File: config.mk
export PLATFORM = sky130hd
export DESIGN_NAME = frg_ramp
export DESIGN_NICKNAME = d
export VERILOG_FILES = /design/src/rtl/frg_pkg.sv /design/src/rtl/frg_ramp.sv
export VERILOG_INCLUDE_DIRS = /design/src /design/src/rtl
export SDC_FILE = /design/constraint.sdc
export NUM_CORES = 1
export LEC_CHECK = 0
export BUFFER_PORTS_ARGS = -buffer_cell sky130_fd_sc_hd__clkbuf_2
export CAP_MARGIN = 5
export CORE_MARGIN = 1
export CORE_UTILIZATION = 30
export DETAILED_ROUTE_END_ITERATION = 8
export PLACE_DENSITY = 0.45
export RECOVER_POWER = 25
export SYNTH_ARGS = -nofsm -noshare
export SYNTH_HDL_FRONTEND = slang
export SYNTH_SLANG_ARGS = --single-unit
File: constraint.sdc
create_clock -name pclk -period 3.9 [get_ports pclk]
set_input_delay 0.195 -clock pclk [delete_from_list [all_inputs] [get_ports pclk]]
set_output_delay 0.195 -clock pclk [all_outputs]
set_load 0.05 [all_outputs]
File: src/rtl/frg_regs.svh
`ifndef FRG_REGS_SVH
`define FRG_REGS_SVH

// Register indices; byte address is four times the index
`define FRG_IDX_ENABLE     7'h00
`define FRG_IDX_TRIGGER    7'h61
`define FRG_IDX_A_STEP_HI  7'h62
`define FRG_IDX_A_STEP_LO  7'h63
`define FRG_IDX_A_LENGTH   7'h64
`define FRG_IDX_A_SEQ      7'h65
`define FRG_IDX_B_STEP_HI  7'h66
`define FRG_IDX_B_STEP_LO  7'h67
`define FRG_IDX_B_LENGTH   7'h68
`define FRG_IDX_B_SEQ      7'h69
`define FRG_IDX_CAL_SCALE  7'h6a
`define FRG_IDX_LOCK_CORE  7'h6e
`define FRG_IDX_CAP_BAND   7'h6f
`define FRG_IDX_AMP_CODE   7'h70

// Config slot numbers inside the word array
`define FRG_SLOT_ENABLE    4'h0
`define FRG_SLOT_TRIGGER   4'h1
`define FRG_SLOT_A_STEP_HI 4'h2
`define FRG_SLOT_A_STEP_LO 4'h3
`define FRG_SLOT_A_LENGTH  4'h4
`define FRG_SLOT_A_SEQ     4'h5
`define FRG_SLOT_B_STEP_HI 4'h6
`define FRG_SLOT_B_STEP_LO 4'h7
`define FRG_SLOT_B_LENGTH  4'h8
`define FRG_SLOT_B_SEQ     4'h9
`define FRG_SLOT_CAL_SCALE 4'ha
`define FRG_NUM_SLOTS      11

// Writable bit masks
`define FRG_MASK_ENABLE    16'h8000
`define FRG_MASK_TRIGGER   16'h07f8
`define FRG_MASK_A_STEP_HI 16'hfffd
`define FRG_MASK_B_STEP_HI 16'h3fff
`define FRG_MASK_A_SEQ     16'h0073
`define FRG_MASK_B_SEQ     16'hfff3
`define FRG_MASK_CAL_SCALE 16'h0017
`define FRG_MASK_FULL      16'hffff

// Field positions
`define FRG_BIT_ENABLE     15
`define FRG_BIT_A_DOUBLE   0
`define FRG_BIT_B_DOUBLE   6
`define FRG_BIT_B_CLEAR    5
`define FRG_BIT_NEXT       4
`define FRG_BIT_MANUAL     5
`define FRG_BIT_RECAL      4
`define FRG_BIT_LOCK       9
`define FRG_BIT_CORE       5

// Reset values
`define FRG_RST_CAL_SCALE  16'h0007
`define FRG_RST_CAP_BAND   8'hb7
`define FRG_RST_AMP_CODE   9'h0aa

// Trigger source codes
`define FRG_TRG_OFF        4'h0
`define FRG_TRG_CLK_RISE   4'h1
`define FRG_TRG_DIR_RISE   4'h2
`define FRG_TRG_ALWAYS     4'h4
`define FRG_TRG_CLK_FALL   4'h9
`define FRG_TRG_DIR_FALL   4'ha

// Advance source codes
`define FRG_ADV_LENGTH     2'h0
`define FRG_ADV_TRIG_A     2'h1
`define FRG_ADV_TRIG_B     2'h2

// Enable dividers: phase detector and state machine rates
`define FRG_PD_DIV         4'h4
`define FRG_SM_DIV         4'h8

`endif

File: src/rtl/frg_pkg.sv
package frg_pkg;

    typedef enum logic [1:0] {
        FRG_IDLE,
        FRG_SEG_A,
        FRG_SEG_B,
        FRG_CAL
    } frg_state_t;

    typedef struct packed {
        logic [10:0][15:0] cfg;
        logic [1:0]        lock;
        logic [2:0]        core;
        logic [7:0]        cap;
        logic [8:0]        amp;
        frg_state_t        state;
        logic              next_b;
        logic [15:0]       len_cnt;
        logic              half;
        logic [16:0]       cal_cnt;
        logic [31:0]       accum;
        logic              cal_req;
        logic [3:0]        pd_cnt;
        logic [3:0]        sm_cnt;
        logic              clk_q;
        logic              dir_q;
        logic              ack;
        logic [31:0]       rdata;
        logic              err;
        logic              seg_b;
        logic              cal_on;
    } frg_st_t;

endpackage : frg_pkg

File: src/rtl/frg_ramp.sv
// Function
// first segment step is 30-bit signed, added every phase detector cycle.
// second segment step is 30-bit signed, added every phase detector cycle.
// double-length bit makes a segment advance every second phase detector cycle.
// first segment length is a 16-bit phase detector cycle count.
// second segment length is a 16-bit phase detector cycle count.
// second segment clear bit zeroes the accumulator, automatic mode only.
// after first segment, go to first (bit 0) or second (bit 1).
// first segment leaves on length expiry, trigger A or trigger B.
// after second segment, go to first (bit 0) or repeat second (bit 1).
// second segment leaves on length expiry, trigger A or trigger B.
// automatic mode reserves scaled wait count between segments for calibration.
// calibration interval is the longer of wait count and actual calibration.
// mode bit 1 selects manual ramping, 0 selects automatic ramping.
// recalibrate bit forces a calibration request when a segment completes.
// wait count is shifted left by a 3-bit exponent, resetting to 7.
// lock status readback is a 2-bit read-only code.
// selected core readback is a 3-bit read-only field.
// capacitor band readback is 8 bits, 183 after reset.
// amplitude readback is 9 bits, 170 after reset.
// ramp logic runs only while global enable bit is set.
// trigger A and B decode pin edges or always from 4-bit codes.
// on advance, switch segment, reload length, apply new step next cycle.
// configuration resets to zero except scale exponent seven.
`timescale 1ns/1ps
`include "frg_regs.svh"

module frg_ramp (
    // Clock and reset
    input  wire logic        pclk,
    input  wire logic        presetn,
    // APB slave
    input  wire logic        psel,
    input  wire logic        penable,
    input  wire logic        pwrite,
    input  wire logic [8:0]  paddr,
    input  wire logic [31:0] pwdata,
    output logic [31:0]      prdata,
    output logic             pready,
    output logic             pslverr,
    // Trigger pins
    input  wire logic        sweep_clock_pin,
    input  wire logic        sweep_direction_pin,
    // Calibration engine
    input  wire logic        cal_busy,
    input  wire logic [1:0]  tuning_lock_status,
    input  wire logic [2:0]  selected_core_status,
    input  wire logic [7:0]  capacitor_band_code,
    input  wire logic [8:0]  amplitude_code,
    output logic             cal_request,
    // Ramp output
    output logic [31:0]      sweep_offset,
    output logic             second_segment_active,
    output logic             calibrating
);
    import frg_pkg::*;

    frg_st_t s_reg;
    frg_st_t s_next;

    // Map a register index to a config slot
    function automatic logic [4:0] slot_of(input logic [6:0] idx);
        unique case (idx)
            `FRG_IDX_ENABLE:    slot_of = {1'b1, `FRG_SLOT_ENABLE};
            `FRG_IDX_TRIGGER:   slot_of = {1'b1, `FRG_SLOT_TRIGGER};
            `FRG_IDX_A_STEP_HI: slot_of = {1'b1, `FRG_SLOT_A_STEP_HI};
            `FRG_IDX_A_STEP_LO: slot_of = {1'b1, `FRG_SLOT_A_STEP_LO};
            `FRG_IDX_A_LENGTH:  slot_of = {1'b1, `FRG_SLOT_A_LENGTH};
            `FRG_IDX_A_SEQ:     slot_of = {1'b1, `FRG_SLOT_A_SEQ};
            `FRG_IDX_B_STEP_HI: slot_of = {1'b1, `FRG_SLOT_B_STEP_HI};
            `FRG_IDX_B_STEP_LO: slot_of = {1'b1, `FRG_SLOT_B_STEP_LO};
            `FRG_IDX_B_LENGTH:  slot_of = {1'b1, `FRG_SLOT_B_LENGTH};
            `FRG_IDX_B_SEQ:     slot_of = {1'b1, `FRG_SLOT_B_SEQ};
            `FRG_IDX_CAL_SCALE: slot_of = {1'b1, `FRG_SLOT_CAL_SCALE};
            default:            slot_of = 5'h00;
        endcase
    endfunction : slot_of

    // Writable bits of each slot; reserved bits stay zero
    function automatic logic [15:0] mask_of(input logic [3:0] slot);
        unique case (slot)
            `FRG_SLOT_ENABLE:    mask_of = `FRG_MASK_ENABLE;
            `FRG_SLOT_TRIGGER:   mask_of = `FRG_MASK_TRIGGER;
            `FRG_SLOT_A_STEP_HI: mask_of = `FRG_MASK_A_STEP_HI;
            `FRG_SLOT_A_SEQ:     mask_of = `FRG_MASK_A_SEQ;
            `FRG_SLOT_B_STEP_HI: mask_of = `FRG_MASK_B_STEP_HI;
            `FRG_SLOT_B_SEQ:     mask_of = `FRG_MASK_B_SEQ;
            `FRG_SLOT_CAL_SCALE: mask_of = `FRG_MASK_CAL_SCALE;
            default:             mask_of = `FRG_MASK_FULL;
        endcase
    endfunction : mask_of

    // Decode a trigger source code against the pin edges
    function automatic logic trig_hit(input logic [3:0] code, input logic clk_rise,
                                      input logic clk_fall, input logic dir_rise,
                                      input logic dir_fall);
        unique case (code)
            `FRG_TRG_CLK_RISE: trig_hit = clk_rise;
            `FRG_TRG_DIR_RISE: trig_hit = dir_rise;
            `FRG_TRG_ALWAYS:   trig_hit = 1'b1;
            `FRG_TRG_CLK_FALL: trig_hit = clk_fall;
            `FRG_TRG_DIR_FALL: trig_hit = dir_fall;
            default:           trig_hit = 1'b0;
        endcase
    endfunction : trig_hit

    // Select the event that ends a segment; code 3 never fires
    function automatic logic adv_hit(input logic [1:0] code, input logic expire,
                                     input logic trg_a, input logic trg_b);
        unique case (code)
            `FRG_ADV_LENGTH: adv_hit = expire;
            `FRG_ADV_TRIG_A: adv_hit = trg_a;
            `FRG_ADV_TRIG_B: adv_hit = trg_b;
            default:         adv_hit = 1'b0;
        endcase
    endfunction : adv_hit

    // Start a segment: reload its length and restart the half-rate phase
    function automatic frg_st_t enter_seg(input frg_st_t s, input logic to_b,
                                          input logic clear_acc);
        frg_st_t r;
        r = s;
        r.state   = to_b ? FRG_SEG_B : FRG_SEG_A;
        r.len_cnt = to_b ? s.cfg[`FRG_SLOT_B_LENGTH] : s.cfg[`FRG_SLOT_A_LENGTH];
        r.half    = 1'b0;
        if (clear_acc) begin
            r.accum = 32'h0000_0000;
        end
        return r;
    endfunction : enter_seg

    logic [6:0]  idx;
    logic [4:0]  slot;
    logic        mapped;
    logic        miss;
    logic        pd_tick;
    logic        sm_tick;
    logic        enabled;
    logic        manual;
    logic        recal;
    logic        trg_a;
    logic        trg_b;
    logic        clk_rise;
    logic        clk_fall;
    logic        dir_rise;
    logic        dir_fall;
    logic        in_b;
    logic        dbl;
    logic        step_tick;
    logic        expire;
    logic        advance;
    logic        go_b;
    logic [29:0] step;
    logic [15:0] a_seq;
    logic [15:0] b_seq;
    logic [15:0] cal_w;
    logic [15:0] trig_w;
    logic [31:0] rd;

    // Decodes and derived fields
    always_comb begin
        idx     = paddr[8:2];
        slot    = slot_of(idx);
        mapped  = slot[4] || idx == `FRG_IDX_LOCK_CORE || idx == `FRG_IDX_CAP_BAND
                  || idx == `FRG_IDX_AMP_CODE;
        miss    = !mapped || paddr[1:0] != 2'h0;
        a_seq   = s_reg.cfg[`FRG_SLOT_A_SEQ];
        b_seq   = s_reg.cfg[`FRG_SLOT_B_SEQ];
        cal_w   = s_reg.cfg[`FRG_SLOT_CAL_SCALE];
        trig_w  = s_reg.cfg[`FRG_SLOT_TRIGGER];
        enabled = s_reg.cfg[`FRG_SLOT_ENABLE][`FRG_BIT_ENABLE];
        manual  = b_seq[`FRG_BIT_MANUAL];
        recal   = cal_w[`FRG_BIT_RECAL];
        pd_tick = s_reg.pd_cnt == `FRG_PD_DIV - 4'h1;
        sm_tick = s_reg.sm_cnt == `FRG_SM_DIV - 4'h1;
        // Pin edges against the previous cycle's sample; both triggers share them
        clk_rise = sweep_clock_pin && !s_reg.clk_q;
        clk_fall = !sweep_clock_pin && s_reg.clk_q;
        dir_rise = sweep_direction_pin && !s_reg.dir_q;
        dir_fall = !sweep_direction_pin && s_reg.dir_q;
        trg_a   = trig_hit(trig_w[6:3], clk_rise, clk_fall, dir_rise, dir_fall);
        trg_b   = trig_hit(trig_w[10:7], clk_rise, clk_fall, dir_rise, dir_fall);
        in_b    = s_reg.state == FRG_SEG_B;
        dbl     = in_b ? a_seq[`FRG_BIT_B_DOUBLE]
                       : s_reg.cfg[`FRG_SLOT_A_STEP_HI][`FRG_BIT_A_DOUBLE];
        step_tick = pd_tick && (!dbl || s_reg.half);
        expire  = step_tick && s_reg.len_cnt <= 16'h0001;
        advance = in_b ? adv_hit(b_seq[1:0], expire, trg_a, trg_b)
                       : adv_hit(a_seq[1:0], expire, trg_a, trg_b);
        go_b    = in_b ? b_seq[`FRG_BIT_NEXT] : a_seq[`FRG_BIT_NEXT];
        step    = in_b ? {s_reg.cfg[`FRG_SLOT_B_STEP_HI][13:0], s_reg.cfg[`FRG_SLOT_B_STEP_LO]}
                       : {s_reg.cfg[`FRG_SLOT_A_STEP_HI][15:2], s_reg.cfg[`FRG_SLOT_A_STEP_LO]};
    end

    // Read data mux
    always_comb begin
        rd = 32'h0000_0000;
        if (slot[4]) begin
            rd[15:0] = s_reg.cfg[slot[3:0]];
        end else if (idx == `FRG_IDX_LOCK_CORE) begin
            rd[`FRG_BIT_LOCK +: 2] = s_reg.lock;
            rd[`FRG_BIT_CORE +: 3] = s_reg.core;
        end else if (idx == `FRG_IDX_CAP_BAND) begin
            rd[7:0] = s_reg.cap;
        end else if (idx == `FRG_IDX_AMP_CODE) begin
            rd[8:0] = s_reg.amp;
        end
    end

    // Next-state logic for bus, readback capture and ramp sequencer
    always_comb begin
        s_next = s_reg;
        s_next.cal_req = 1'b0;
        s_next.clk_q   = sweep_clock_pin;
        s_next.dir_q   = sweep_direction_pin;
        s_next.lock    = tuning_lock_status;
        s_next.core    = selected_core_status;
        s_next.cap     = capacitor_band_code;
        s_next.amp     = amplitude_code;
        s_next.pd_cnt  = pd_tick ? 4'h0 : s_reg.pd_cnt + 4'h1;
        s_next.sm_cnt  = sm_tick ? 4'h0 : s_reg.sm_cnt + 4'h1;

        // APB: one wait cycle, then the access completes with pready
        if (psel && penable && !s_reg.ack) begin
            s_next.ack   = 1'b1;
            s_next.rdata = miss ? 32'h0000_0000 : rd;
            s_next.err   = miss;
        end else if (s_reg.ack) begin
            s_next.ack = 1'b0;
            s_next.err = 1'b0;
            if (psel && penable && pwrite && !miss && slot[4]) begin
                s_next.cfg[slot[3:0]] = pwdata[15:0] & mask_of(slot[3:0]);
            end
        end

        // Ramp sequencer
        if (!enabled) begin
            s_next.state = FRG_IDLE;
        end else begin
            unique case (s_reg.state)
                FRG_IDLE: begin
                    s_next = enter_seg(s_next, 1'b0, 1'b0);
                end
                FRG_SEG_A, FRG_SEG_B: begin
                    if (step_tick) begin
                        s_next.accum   = s_reg.accum + {{2{step[29]}}, step};
                        s_next.len_cnt = s_reg.len_cnt - 16'h0001;
                    end
                    if (pd_tick) begin
                        s_next.half = !s_reg.half;
                    end
                    if (advance) begin
                        s_next.cal_req = !manual || recal;
                        if (!manual) begin
                            s_next.state   = FRG_CAL;
                            s_next.next_b  = go_b;
                            s_next.cal_cnt = 17'({7'h00, b_seq[15:6]} << cal_w[2:0]);
                        end else begin
                            s_next = enter_seg(s_next, go_b, 1'b0);
                        end
                    end
                end
                FRG_CAL: begin
                    if (sm_tick && s_reg.cal_cnt != 17'h00000) begin
                        s_next.cal_cnt = s_reg.cal_cnt - 17'h00001;
                    end
                    if (s_reg.cal_cnt == 17'h00000 && !cal_busy && !s_reg.cal_req) begin
                        s_next = enter_seg(s_next, s_reg.next_b,
                                           s_reg.next_b && a_seq[`FRG_BIT_B_CLEAR]);
                    end
                end
            endcase
        end

        // Status decodes of the next state, so the outputs come from flip-flops
        s_next.seg_b  = s_next.state == FRG_SEG_B;
        s_next.cal_on = s_next.state == FRG_CAL;
    end

    // State register
    always_ff @(posedge pclk or negedge presetn) begin
        if (!presetn) begin
            s_reg       <= '0;
            s_reg.cfg[`FRG_SLOT_CAL_SCALE] <= `FRG_RST_CAL_SCALE;
            s_reg.cap   <= `FRG_RST_CAP_BAND;
            s_reg.amp   <= `FRG_RST_AMP_CODE;
            s_reg.state <= FRG_IDLE;
        end else begin
            s_reg <= s_next;
        end
    end

    // Outputs straight from the state register
    assign prdata                = s_reg.rdata;
    assign pready                = s_reg.ack;
    assign pslverr               = s_reg.err;
    assign cal_request           = s_reg.cal_req;
    assign sweep_offset          = s_reg.accum;
    assign second_segment_active = s_reg.seg_b;
    assign calibrating           = s_reg.cal_on;

endmodule : frg_ramp

Word level (Yosys, flattened, before mapping) --
Index checks and enable logic that the tools add are counted.
Operators by class: shift operators 1, $lt $le $gt $ge 3, bitwise gates (word level) 3, equality and inequality tests 44, add/subtract/negate cells 5, muxes and demuxes 55, reductions and logical operators 47
Operator list (number):
- $pmux 314 s3 | 1
- $mux 176 | 3
- $mux 116 | 2
- $mux 198 | 1
- $bwmux 176 | 1
- $mux 16 | 9
- $pmux 16 s7 | 1
- $mux 32 | 3
- $eq 7x7->1 const B | 13
- $bmux 16 s4 | 1
- $demux 16 s4 | 1
- $pmux 5 s11 | 1
- $mux 17 | 3
- $mux 47 | 1
- $add 32x32->32 | 1
- $mux 30 | 1
- $eq 4x4->1 const B | 6
- $eq 4x3->1 const B | 5
- $logic_not 17->1 | 1
- $reduce_bool 17->1 | 1
- $shl 10x3->17 | 1
- $sub 17x1->17 const B | 1
- $and 16x16->16 | 1
- $eq 4x2->1 const B | 4
- other kinds (31) | 95
Storage, ports and cells: flip-flop bits (word level) 314, output and inout bits 69, word-level logic and storage cells 189, bits of input ports 71

Logic depth before layout (Yosys ltp) --
Gate-level depths: netlist of run 1.
depth after elaboration 24, gate-level depth with buffers 17, mapped depth without buffers 15

Least setup slack after synthesis of run 1 --
Ideal clock, no wire load.
path kind flip-flop to flip-flop, start register s_reg[114] (netlist bit), end register s_reg, in the netlist sweep_offset[31], buffers on the path 3, stages on the path, launching flop included 17, arrival 3.964 ns, clock period less this slack 4.085 ns, data required time 3.779 ns, setup slack -0.185 ns, library setup time 0.121 ns, cell sequence dfrtp_1 -> inv_1 -> ha_1 -> buf_2 -> buf_1 -> clkbuf_1 -> mux2_2 -> ha_1 -> a21o_1 -> a21o_1 -> a21o_1 -> a32o_1 -> a31oi_1 -> o31ai_1 -> a211oi_1 -> o21bai_1 -> a22o_1
On the way: word-level cells in the longest chain between the ends 8
Ends and longest elaborated chain:
- start, declared | line frg_ramp.sv:58 | frg_st_t s_reg;
- start signal, assigned | line frg_ramp.sv:289 | s_reg <= s_next;
- branches (longest 8 deep; another with $add 32x32->32)
Parallel ways; which one is timed is not known. The select of a mux whose other input is x is not followed. A chain may end at the register's enable or synchronous reset.

Final worst setup path of run 1 --
start register s_reg[114] (netlist bit), end register s_reg, in the netlist sweep_offset[24]
The elaborated chain is that of the path after synthesis.

==> impl_metrics.py, run 1 <==
metrics = {
    "outcome": {
        "run_status": "finished with violations",
        "violations": "max-capacitance violations, max-slew violations",
    },
    "route": {
        "num_vias": 14350,
        "drc": 0,
        "wl_um": 60510,
        "avgViaCountPerCell": 5.177,
        "drtAntennaViolNets": 0,
        "avgRoutedWirePerCell_um": 21.84,
        "first_iter_violations": 1145,
        "dr.pass1.iters": 8,
    },
    "synthesis": {
        "synthArstFlopShare_pct": 100.0,
        "ys_ff_latch": 298,
        "synthesis.area_um2": 17120,
        "yosys.area_share.simple_pct": 19.39,
        "ys.warnings.count": 0,
        "synth_mux_area_share_pct": 7.295,
        "synth_top_family_by_area": "simple AND/OR/NAND/NOR gates",
        "synth_edf_count": 0,
        "ys_types": 90,
        "synthFlopType": "dfrtp_1",
        "avgSynthCellArea_um2": 9.124,
        "synth-seq-area-share_pct": 43.66,
        "synthXorXnorAreaFrac_pct": 2.149,
        "synth_cells": 1876,
        "synthAdderAreaFrac_pct": 3.041,
        "synth_compound_area_share_pct": 18.11,
    },
    "floorplan": {
        "boundaryPins": 140,
        "rows": 87,
        "coreArea_um2": 56390,
        "die_h_um": 240.9,
        "die_w_um": 240.9,
        "start_util_pct": 30.36,
        "die-area_um2": 58010,
    },
    "setup_path": {
        "worstPathCellList": "inv_1 > ha_4 > buf_12 > buf_12 > mux2_2 > ha_1 > a21o_1 > a21o_1 > a21oi_1 > o221ai_1 > or4b_2 > and3_1 > a211o_1",
        "worstPathArrival_ns": 4.21,
        "path_delay_family": "compound AO/OA/AOI/OAI gates",
        "cp-start-kind": "register",
        "path_class": "reg2reg",
        "worst-path-max-fanout": 21,
        "worst-path-stages": 13,
        "worstRegToRegCells": 13,
        "critPathSlowestCell": "or4b_2",
        "slowest_delay_ns": 0.62,
        "worstPathRequired_ns": 4.33,
        "endpoint_kind": "register",
        "worst-path-buf-inv": 3,
    },
    "sta": {
        "period_minus_slack_ns": 3.784,
        "setup_ws_ns": 0.1156,
        "finalHoldViolCount": 0,
        "fmax_mhz": 264.2,
        "setup_viol": 0,
        "relSlewSlack_pct": -63.90,
        "tns_ns": 0,
        "skew_ns": 0.02581,
        "worstMarginPinSlew_ns": 2.459,
        "min_period_over_period_pct": 97.04,
        "drv_slew": 41,
        "rsz0062_at_grt": "no",
    },
    "global_routing": {
        "grt_pass1_wl_um": 91070,
        "gr-total-overflow": 0,
        "grt_max_degree": 118,
        "antenna_found_initial": 3,
        "grt_use_total_pct": 20.98,
        "first_global_vias": 14000,
    },
    "final_layout": {
        "final_cell_mix": "324 x nand2_1, 285 x dfrtp_1, 148 x o21ai_0, 106 x a21oi_1, 105 x clkbuf_2",
        "nFillCells": 5834,
        "final_nets": 2099,
        "antenna_cells": 0,
        "stdcell_count": 2771,
        "area_growth_syn_to_layout_pct": 18.15,
        "fin_util_pct": 35.87,
        "final_common_cell": "nand2_1",
        "finalInstanceArea_um2": 20220,
        "drive_above_1_share_pct": 18.26,
    },
    "placed_design": {
        "dp_cells": 2668,
        "place_area_um2": 18480,
        "gp_congestion": 0.8721,
        "dp_hpwl_um": 44220,
        "place_ws_ns": 0.06924,
        "port_buffers": 107,
    },
    "worst_hold_path": {
        "worstHoldPathType": "in2reg",
        "hold_depth": 4,
    },
    "power_and_ir_drop": {
        "power.leakage_uw": 0.008964,
        "max-vdd-ir-drop_uv": 250.1,
        "p_per_area_nw_per_um2": 370.1,
    },
    "clock_network": {
        "cts_buffer_depth": 3,
        "cts_tree": "done",
        "clock-root-buffer": "clkbuf_16",
        "cts_sinks": 298,
        "cts_setup_buffers": 0,
        "clk_pin_slew_ns": 0.06,
        "clk_latency_ns": 0.57,
        "htreeDepth": 2,
        "cts_made_buffers": 38,
    },
    "job": {
        "cap_violations": 1,
    },
}
[through the flow]
step,hold slack [ns],total power (µW)
floorplan,-0.1006,3415
global placement,0.1176,3592
detailed placement,0.1188,3595
CTS,0.09963,7571
global route,0.1277,7751
finish,0.1266,7485
[final cells by class]
cell class                 count  area [µm²]  share of cell area (%)
multi-input combinational   1381        8665                   42.84
clock buffer                  55        1169                   5.779
inverter                      44       165.2                  0.8167
sequential                   298        7473                   36.95
tap                          756       945.9                   4.677
clock inverter                13       222.7                   1.101
timing repair buffer         224        1583                   7.827
[Yosys cell counts (28+ instances only)]
cell | instances | area, µm²
ha_1 | 40 | 500.5
o31ai_1 | 28 | 210.2
mux2i_1 | 31 | 310.3
mux2_2 | 56 | 630.6
buf_4 | 66 | 495.5
nor2_1 | 81 | 304.0
inv_1 | 43 | 161.4
nor3_1 | 45 | 225.2
o21ai_0 | 150 | 750.7
a21oi_1 | 106 | 530.5
clkbuf_1 | 69 | 259.0
dfrtp_1 | 285 | 7132
and2_1 | 60 | 375.4
nand2_1 | 324 | 1216
nand3_1 | 67 | 335.3
xor2_1 | 29 | 254.0
[tightest hold or removal path: cells and delay by family]
| kind | cells | cell delay (ns) |
|---|---|---|
| compound gates | 1 | 0.11 |
| simple gates | 1 | 0.05 |
| buf+inv | 2 | 0.29 |
[worst paths after layout]
path / start / end / slack (ns)
min in group asynchronous: presetn / s_reg[91] / 0.94
max in group asynchronous: presetn / asynchronous set/reset pin / 0.80
max: s_reg[114] / sweep_offset[24] / 0.12
min: pwdata[9] / register / 0.13
min reg2reg: s_reg[42] / s_reg[42] / 0.46
max reg2reg: s_reg[114] / sweep_offset[24] / 0.12
[routing by layer]
layer  global-route usage, %  vias up  part of all wire, %
met3                   2.573       70                  4.8
met2                   32.10      413                   44
met4                   6.233        0                  2.7
met5                       0        -                    0
li1                        -     6825                    -
met1                   30.75     7037                   49
[report_power, final]
part           internal [µW]  leakage, µW  total [µW]  switching (µW)
clock                   2480     0.000688        3920            1450
sequential              3130      0.00394        3160            31.0
combinational            127      0.00434         403             276
total                   5730      0.00896        7490            1750
[cell families (layout without fill, tap and decap cells)]
| family | after synthesis | in the layout |
|---|---|---|
| AOI/OAI and AO/OA | 486 | 486 |
| xor gates and xnor gates | 42 | 42 |
| muxes | 101 | 101 |
| other | 1 | 16 |
| buffers and inverters | 212 | 336 |
| DFF | 298 | 298 |
| and+or+nand+nor | 695 | 695 |
| adders and majority gates | 41 | 41 |
[what timing repair did]
action                                  CTS  global route
hold buffers                             35             0
hold endpoints to repair                 74             0
resized for setup                         0             7
endpoints found under the setup margin    0             8
Power figures use the tool's default switching activity.
==> run 2: changes to the inputs <==
Settings changed: ABC_AREA from default to 1.
==> run 2 against run 1 <==
The run still ends with max-capacitance violations, max-slew violations left. Register-to-register slack better by 0.25 ns. Sequential share of layout area shrank 0.82 points. Final cell count grew 22%. Total power increased by 13%. Highest routed layer unchanged. Worst hold slack worse by 0.035 ns.
==> impl_metrics.py, run 2 <==
metrics = {
    "route": {
        "wl_um": 65050,
        "drc": 0,
        "avgViaCountPerCell": 4.912,
        "avgRoutedWirePerCell_um": 19.26,
        "first_iter_violations": 1267,
        "num_vias": 16590,
        "dr.pass1.iters": 6,
        "drtAntennaViolNets": 0,
    },
    "setup_path": {
        "rrSetupSlack_ns": 0.37,
        "path_delay_family": "compound AO/OA/AOI/OAI gates",
        "timing.rr.end": "sweep_offset[26]",
        "worst_r2r_startpoint": "s_reg[114]",
        "worstPathCellList": "inv_1 > ha_1 > buf_6 > o21ai_0 > buf_4 > ha_1 > nand2_1 > o21ai_0 > buf_4 > a21oi_1 > o21ai_0 > buf_4 > nand3_1 > nand2_1 > a21oi_1 > and2_1 > o21ai_0",
        "path_class": "reg2reg",
        "worstRegToRegCells": 17,
        "worstPathArrival_ns": 4.02,
        "crit_start": "s_reg[114]",
        "cp-start-kind": "register",
        "endpoint_kind": "register",
        "worstPathRequired_ns": 4.39,
        "worst-path-stages": 17,
        "worst-path-max-fanout": 21,
        "crit_top_cell": "o21ai_0",
        "slowest_delay_ns": 0.40,
        "crit_end": "sweep_offset[26]",
        "critPathSlowestCell": "dfrtp_1",
        "worst-path-buf-inv": 5,
    },
    "sta": {
        "finalHoldViolCount": 0,
        "worstMarginPinSlew_ns": 2.653,
        "tns_ns": 0,
        "skew_ns": 0.02507,
        "period_minus_slack_ns": 3.532,
        "setup_viol": 0,
        "rsz0062_at_grt": "no",
        "min_period_over_period_pct": 90.55,
        "fmax_mhz": 283.2,
        "drv_slew": 94,
        "relSlewSlack_pct": -76.88,
    },
    "worst_hold_path": {
        "worstHoldPathType": "in2reg",
        "hold_depth": 5,
    },
    "power_and_ir_drop": {
        "clockPowerShare_pct": 45.3,
        "total_power_uw": 8477,
        "comb_power_share_pct": 15.3,
        "power.leakage_uw": 0.01008,
        "seq_power_share_pct": 39.4,
        "p_per_area_nw_per_um2": 409.9,
        "netSwitchingPower_uw": 2524,
        "intPower_uw": 5953,
        "max-vdd-ir-drop_uv": 269.2,
        "switching_share_pct": 29.78,
    },
    "clock_network": {
        "cts_buffer_depth": 3,
        "cts_tree": "done",
        "cts_sinks": 298,
        "cts_made_buffers": 40,
        "clock-root-buffer": "clkbuf_16",
        "htreeDepth": 2,
        "clk_pin_slew_ns": 0.06,
        "clk_latency_ns": 0.58,
        "cts_setup_buffers": 0,
    },
    "final_layout": {
        "final_common_cell": "nand2_1",
        "final_nets": 2697,
        "drive_above_1_share_pct": 10.68,
        "area_growth_syn_to_layout_pct": 16.08,
        "nFillCells": 6285,
        "final_cell_mix": "763 x nand2_1, 285 x dfrtp_1, 279 x inv_1, 220 x o21ai_0, 213 x nor2_1",
        "fin_util_pct": 35.57,
    },
    "synthesis": {
        "ys_ff_latch": 298,
        "yosys-top-cells-area": "dfrtp_1 40%, nand2_1 16%, o21ai_0 6.2%",
        "ys.warnings.count": 0,
        "yosysTopAreaCell": "dfrtp_1",
        "synthesis.area_um2": 17820,
        "synth-seq-area-share_pct": 41.95,
        "synthArstFlopShare_pct": 100.0,
        "ys_types": 57,
        "synthFlopType": "dfrtp_1",
        "synth_edf_count": 0,
        "yosys-top-cells-count": "763 x nand2_1, 285 x dfrtp_1, 279 x inv_1",
        "avgSynthCellArea_um2": 7.190,
        "synth_top_area_share_pct": 40.03,
        "synth_most_common_cell": "nand2_1",
        "synth_cells": 2478,
    },
    "global_routing": {
        "grt_use_total_pct": 21.70,
        "first_global_vias": 16100,
        "grt_max_degree": 96,
        "antenna_found_initial": 0,
        "grt_pass1_wl_um": 98830,
        "gr-total-overflow": 0,
    },
    "placed_design": {
        "port_buffers": 107,
        "gp_congestion": 0.9172,
        "dp_hpwl_um": 48110,
    },
    "floorplan": {
        "die_h_um": 245.7,
        "boundaryPins": 140,
        "die-area_um2": 60360,
        "coreArea_um2": 58140,
        "rows": 88,
        "die_w_um": 245.7,
        "start_util_pct": 30.65,
    },
    "outcome": {
        "run_status": "finished with violations",
        "violations": "max-capacitance violations, max-slew violations",
    },
    "job": {
        "cap_violations": 1,
    },
}
## run 2: changes by cell type in the layout (fill, tap and decap cells not counted), sizes merged, moves of 57 or more
cell | previous run | this run
o21ai | 161 | 234
mux2 | 57 | 0
inv | 44 | 289
nand3 | 68 | 140
nand2 | 326 | 772
nor2 | 82 | 220
and2 | 60 | 1
## run 2: metrics by stage
step | instances | hold slack, ns | instance area, µm² | worst slack (ns)
after CTS | 3377 | 0.05284 | 20710 | 0.3313
after detailed placement | 3276 | 0.2839 | 19020 | 0.3493
after global placement | 3276 | 0.2839 | 19020 | 0.4246
final | 3378 | 0.09143 | 20680 | 0.3684
after global routing | 3377 | 0.1296 | 20680 | 0.06159
after floorplan | 2493 | -0.1006 | 17870 | 0.6753
## run 2: cell type report
cell class | instances | area [µm²] | share of cell area, %
Antenna cell | 1 | 2.502 | 0.01210
Clock buffer | 56 | 1174 | 5.675
Clock inverter | 13 | 192.7 | 0.9318
Inverter | 290 | 1089 | 5.264
Multi-Input combinational cell | 1755 | 8452 | 40.87
Sequential cell | 298 | 7473 | 36.14
Tap cell | 765 | 957.2 | 4.629
Timing Repair Buffer | 200 | 1340 | 6.480
## run 2: logic make-up (layout without fill, tap and decap cells)
logic type / Yosys count / in the layout / share of synthesized area, %
AND/OR/NAND/NOR: 1203 / 1203 / 27.94
AO/OA/AOI/OAI: 456 / 456 / 14.34
buffers and inverters: 440 / 559 / 10.86
flip-flops: 298 / 298 / 41.95
adder cells (fa/ha/maj): 41 / 41 / 2.922
XOR/XNOR: 33 / 33 / 1.622
multiplexers: 6 / 6 / 0.3371
other: 1 / 17 / 0.02105
## run 2: timing repair
item,CTS,global route
hold buffers,32,0
endpoints found under the hold margin,125,0
endpoints found under the setup margin,0,1
gates resized for setup,0,1
## run 2: worst min-delay path by stage
stage / from / to / slack [ns]
2_1_floorplan: presetn / asynchronous set/reset pin / -0.10
3_3_place_gp: amplitude_code[5] / s_reg[121] / 0.28
3_5_place_dp: amplitude_code[1] / s_reg[117] / 0.28
4_1_cts: psel / pslverr / 0.05
5_1_grt: psel / pslverr / 0.13
6_report: psel / pslverr / 0.09
## run 2: worst register-to-register path, stage by stage (launching register included)
cell and delay (ns):
dfrtp_1 0.40, inv_1 0.11, ha_1 0.33, buf_6 0.26
o21ai_0 0.24, buf_4 0.21, ha_1 0.34, nand2_1 0.06
o21ai_0 0.26, buf_4 0.18, a21oi_1 0.06, o21ai_0 0.25
buf_4 0.18, nand3_1 0.06, nand2_1 0.13, a21oi_1 0.11
and2_1 0.14, o21ai_0 0.15
## run 2: power groups by stage
stage          combinational [µW]  clock, µW  sequential [µW]
3_5_place_dp                 1280          0             3390
6_report                     1300       3840             3340
5_1_grt                      1460       4070             3360
2_1_floorplan                 823          0             3360
4_1_cts                      1310       3940             3340
3_3_place_gp                 1280          0             3390
## run 2: metal layers
layer | track usage (%) | vias to the layer above | wire (µm)
met1 | 28.71 | 7931 | 28990
met3 | 3.732 | 96 | 3329
li1 | - | 8162 | -
met2 | 35.68 | 403 | 30620
met5 | 0 | - | 0
met4 | 7.106 | 0 | 2114
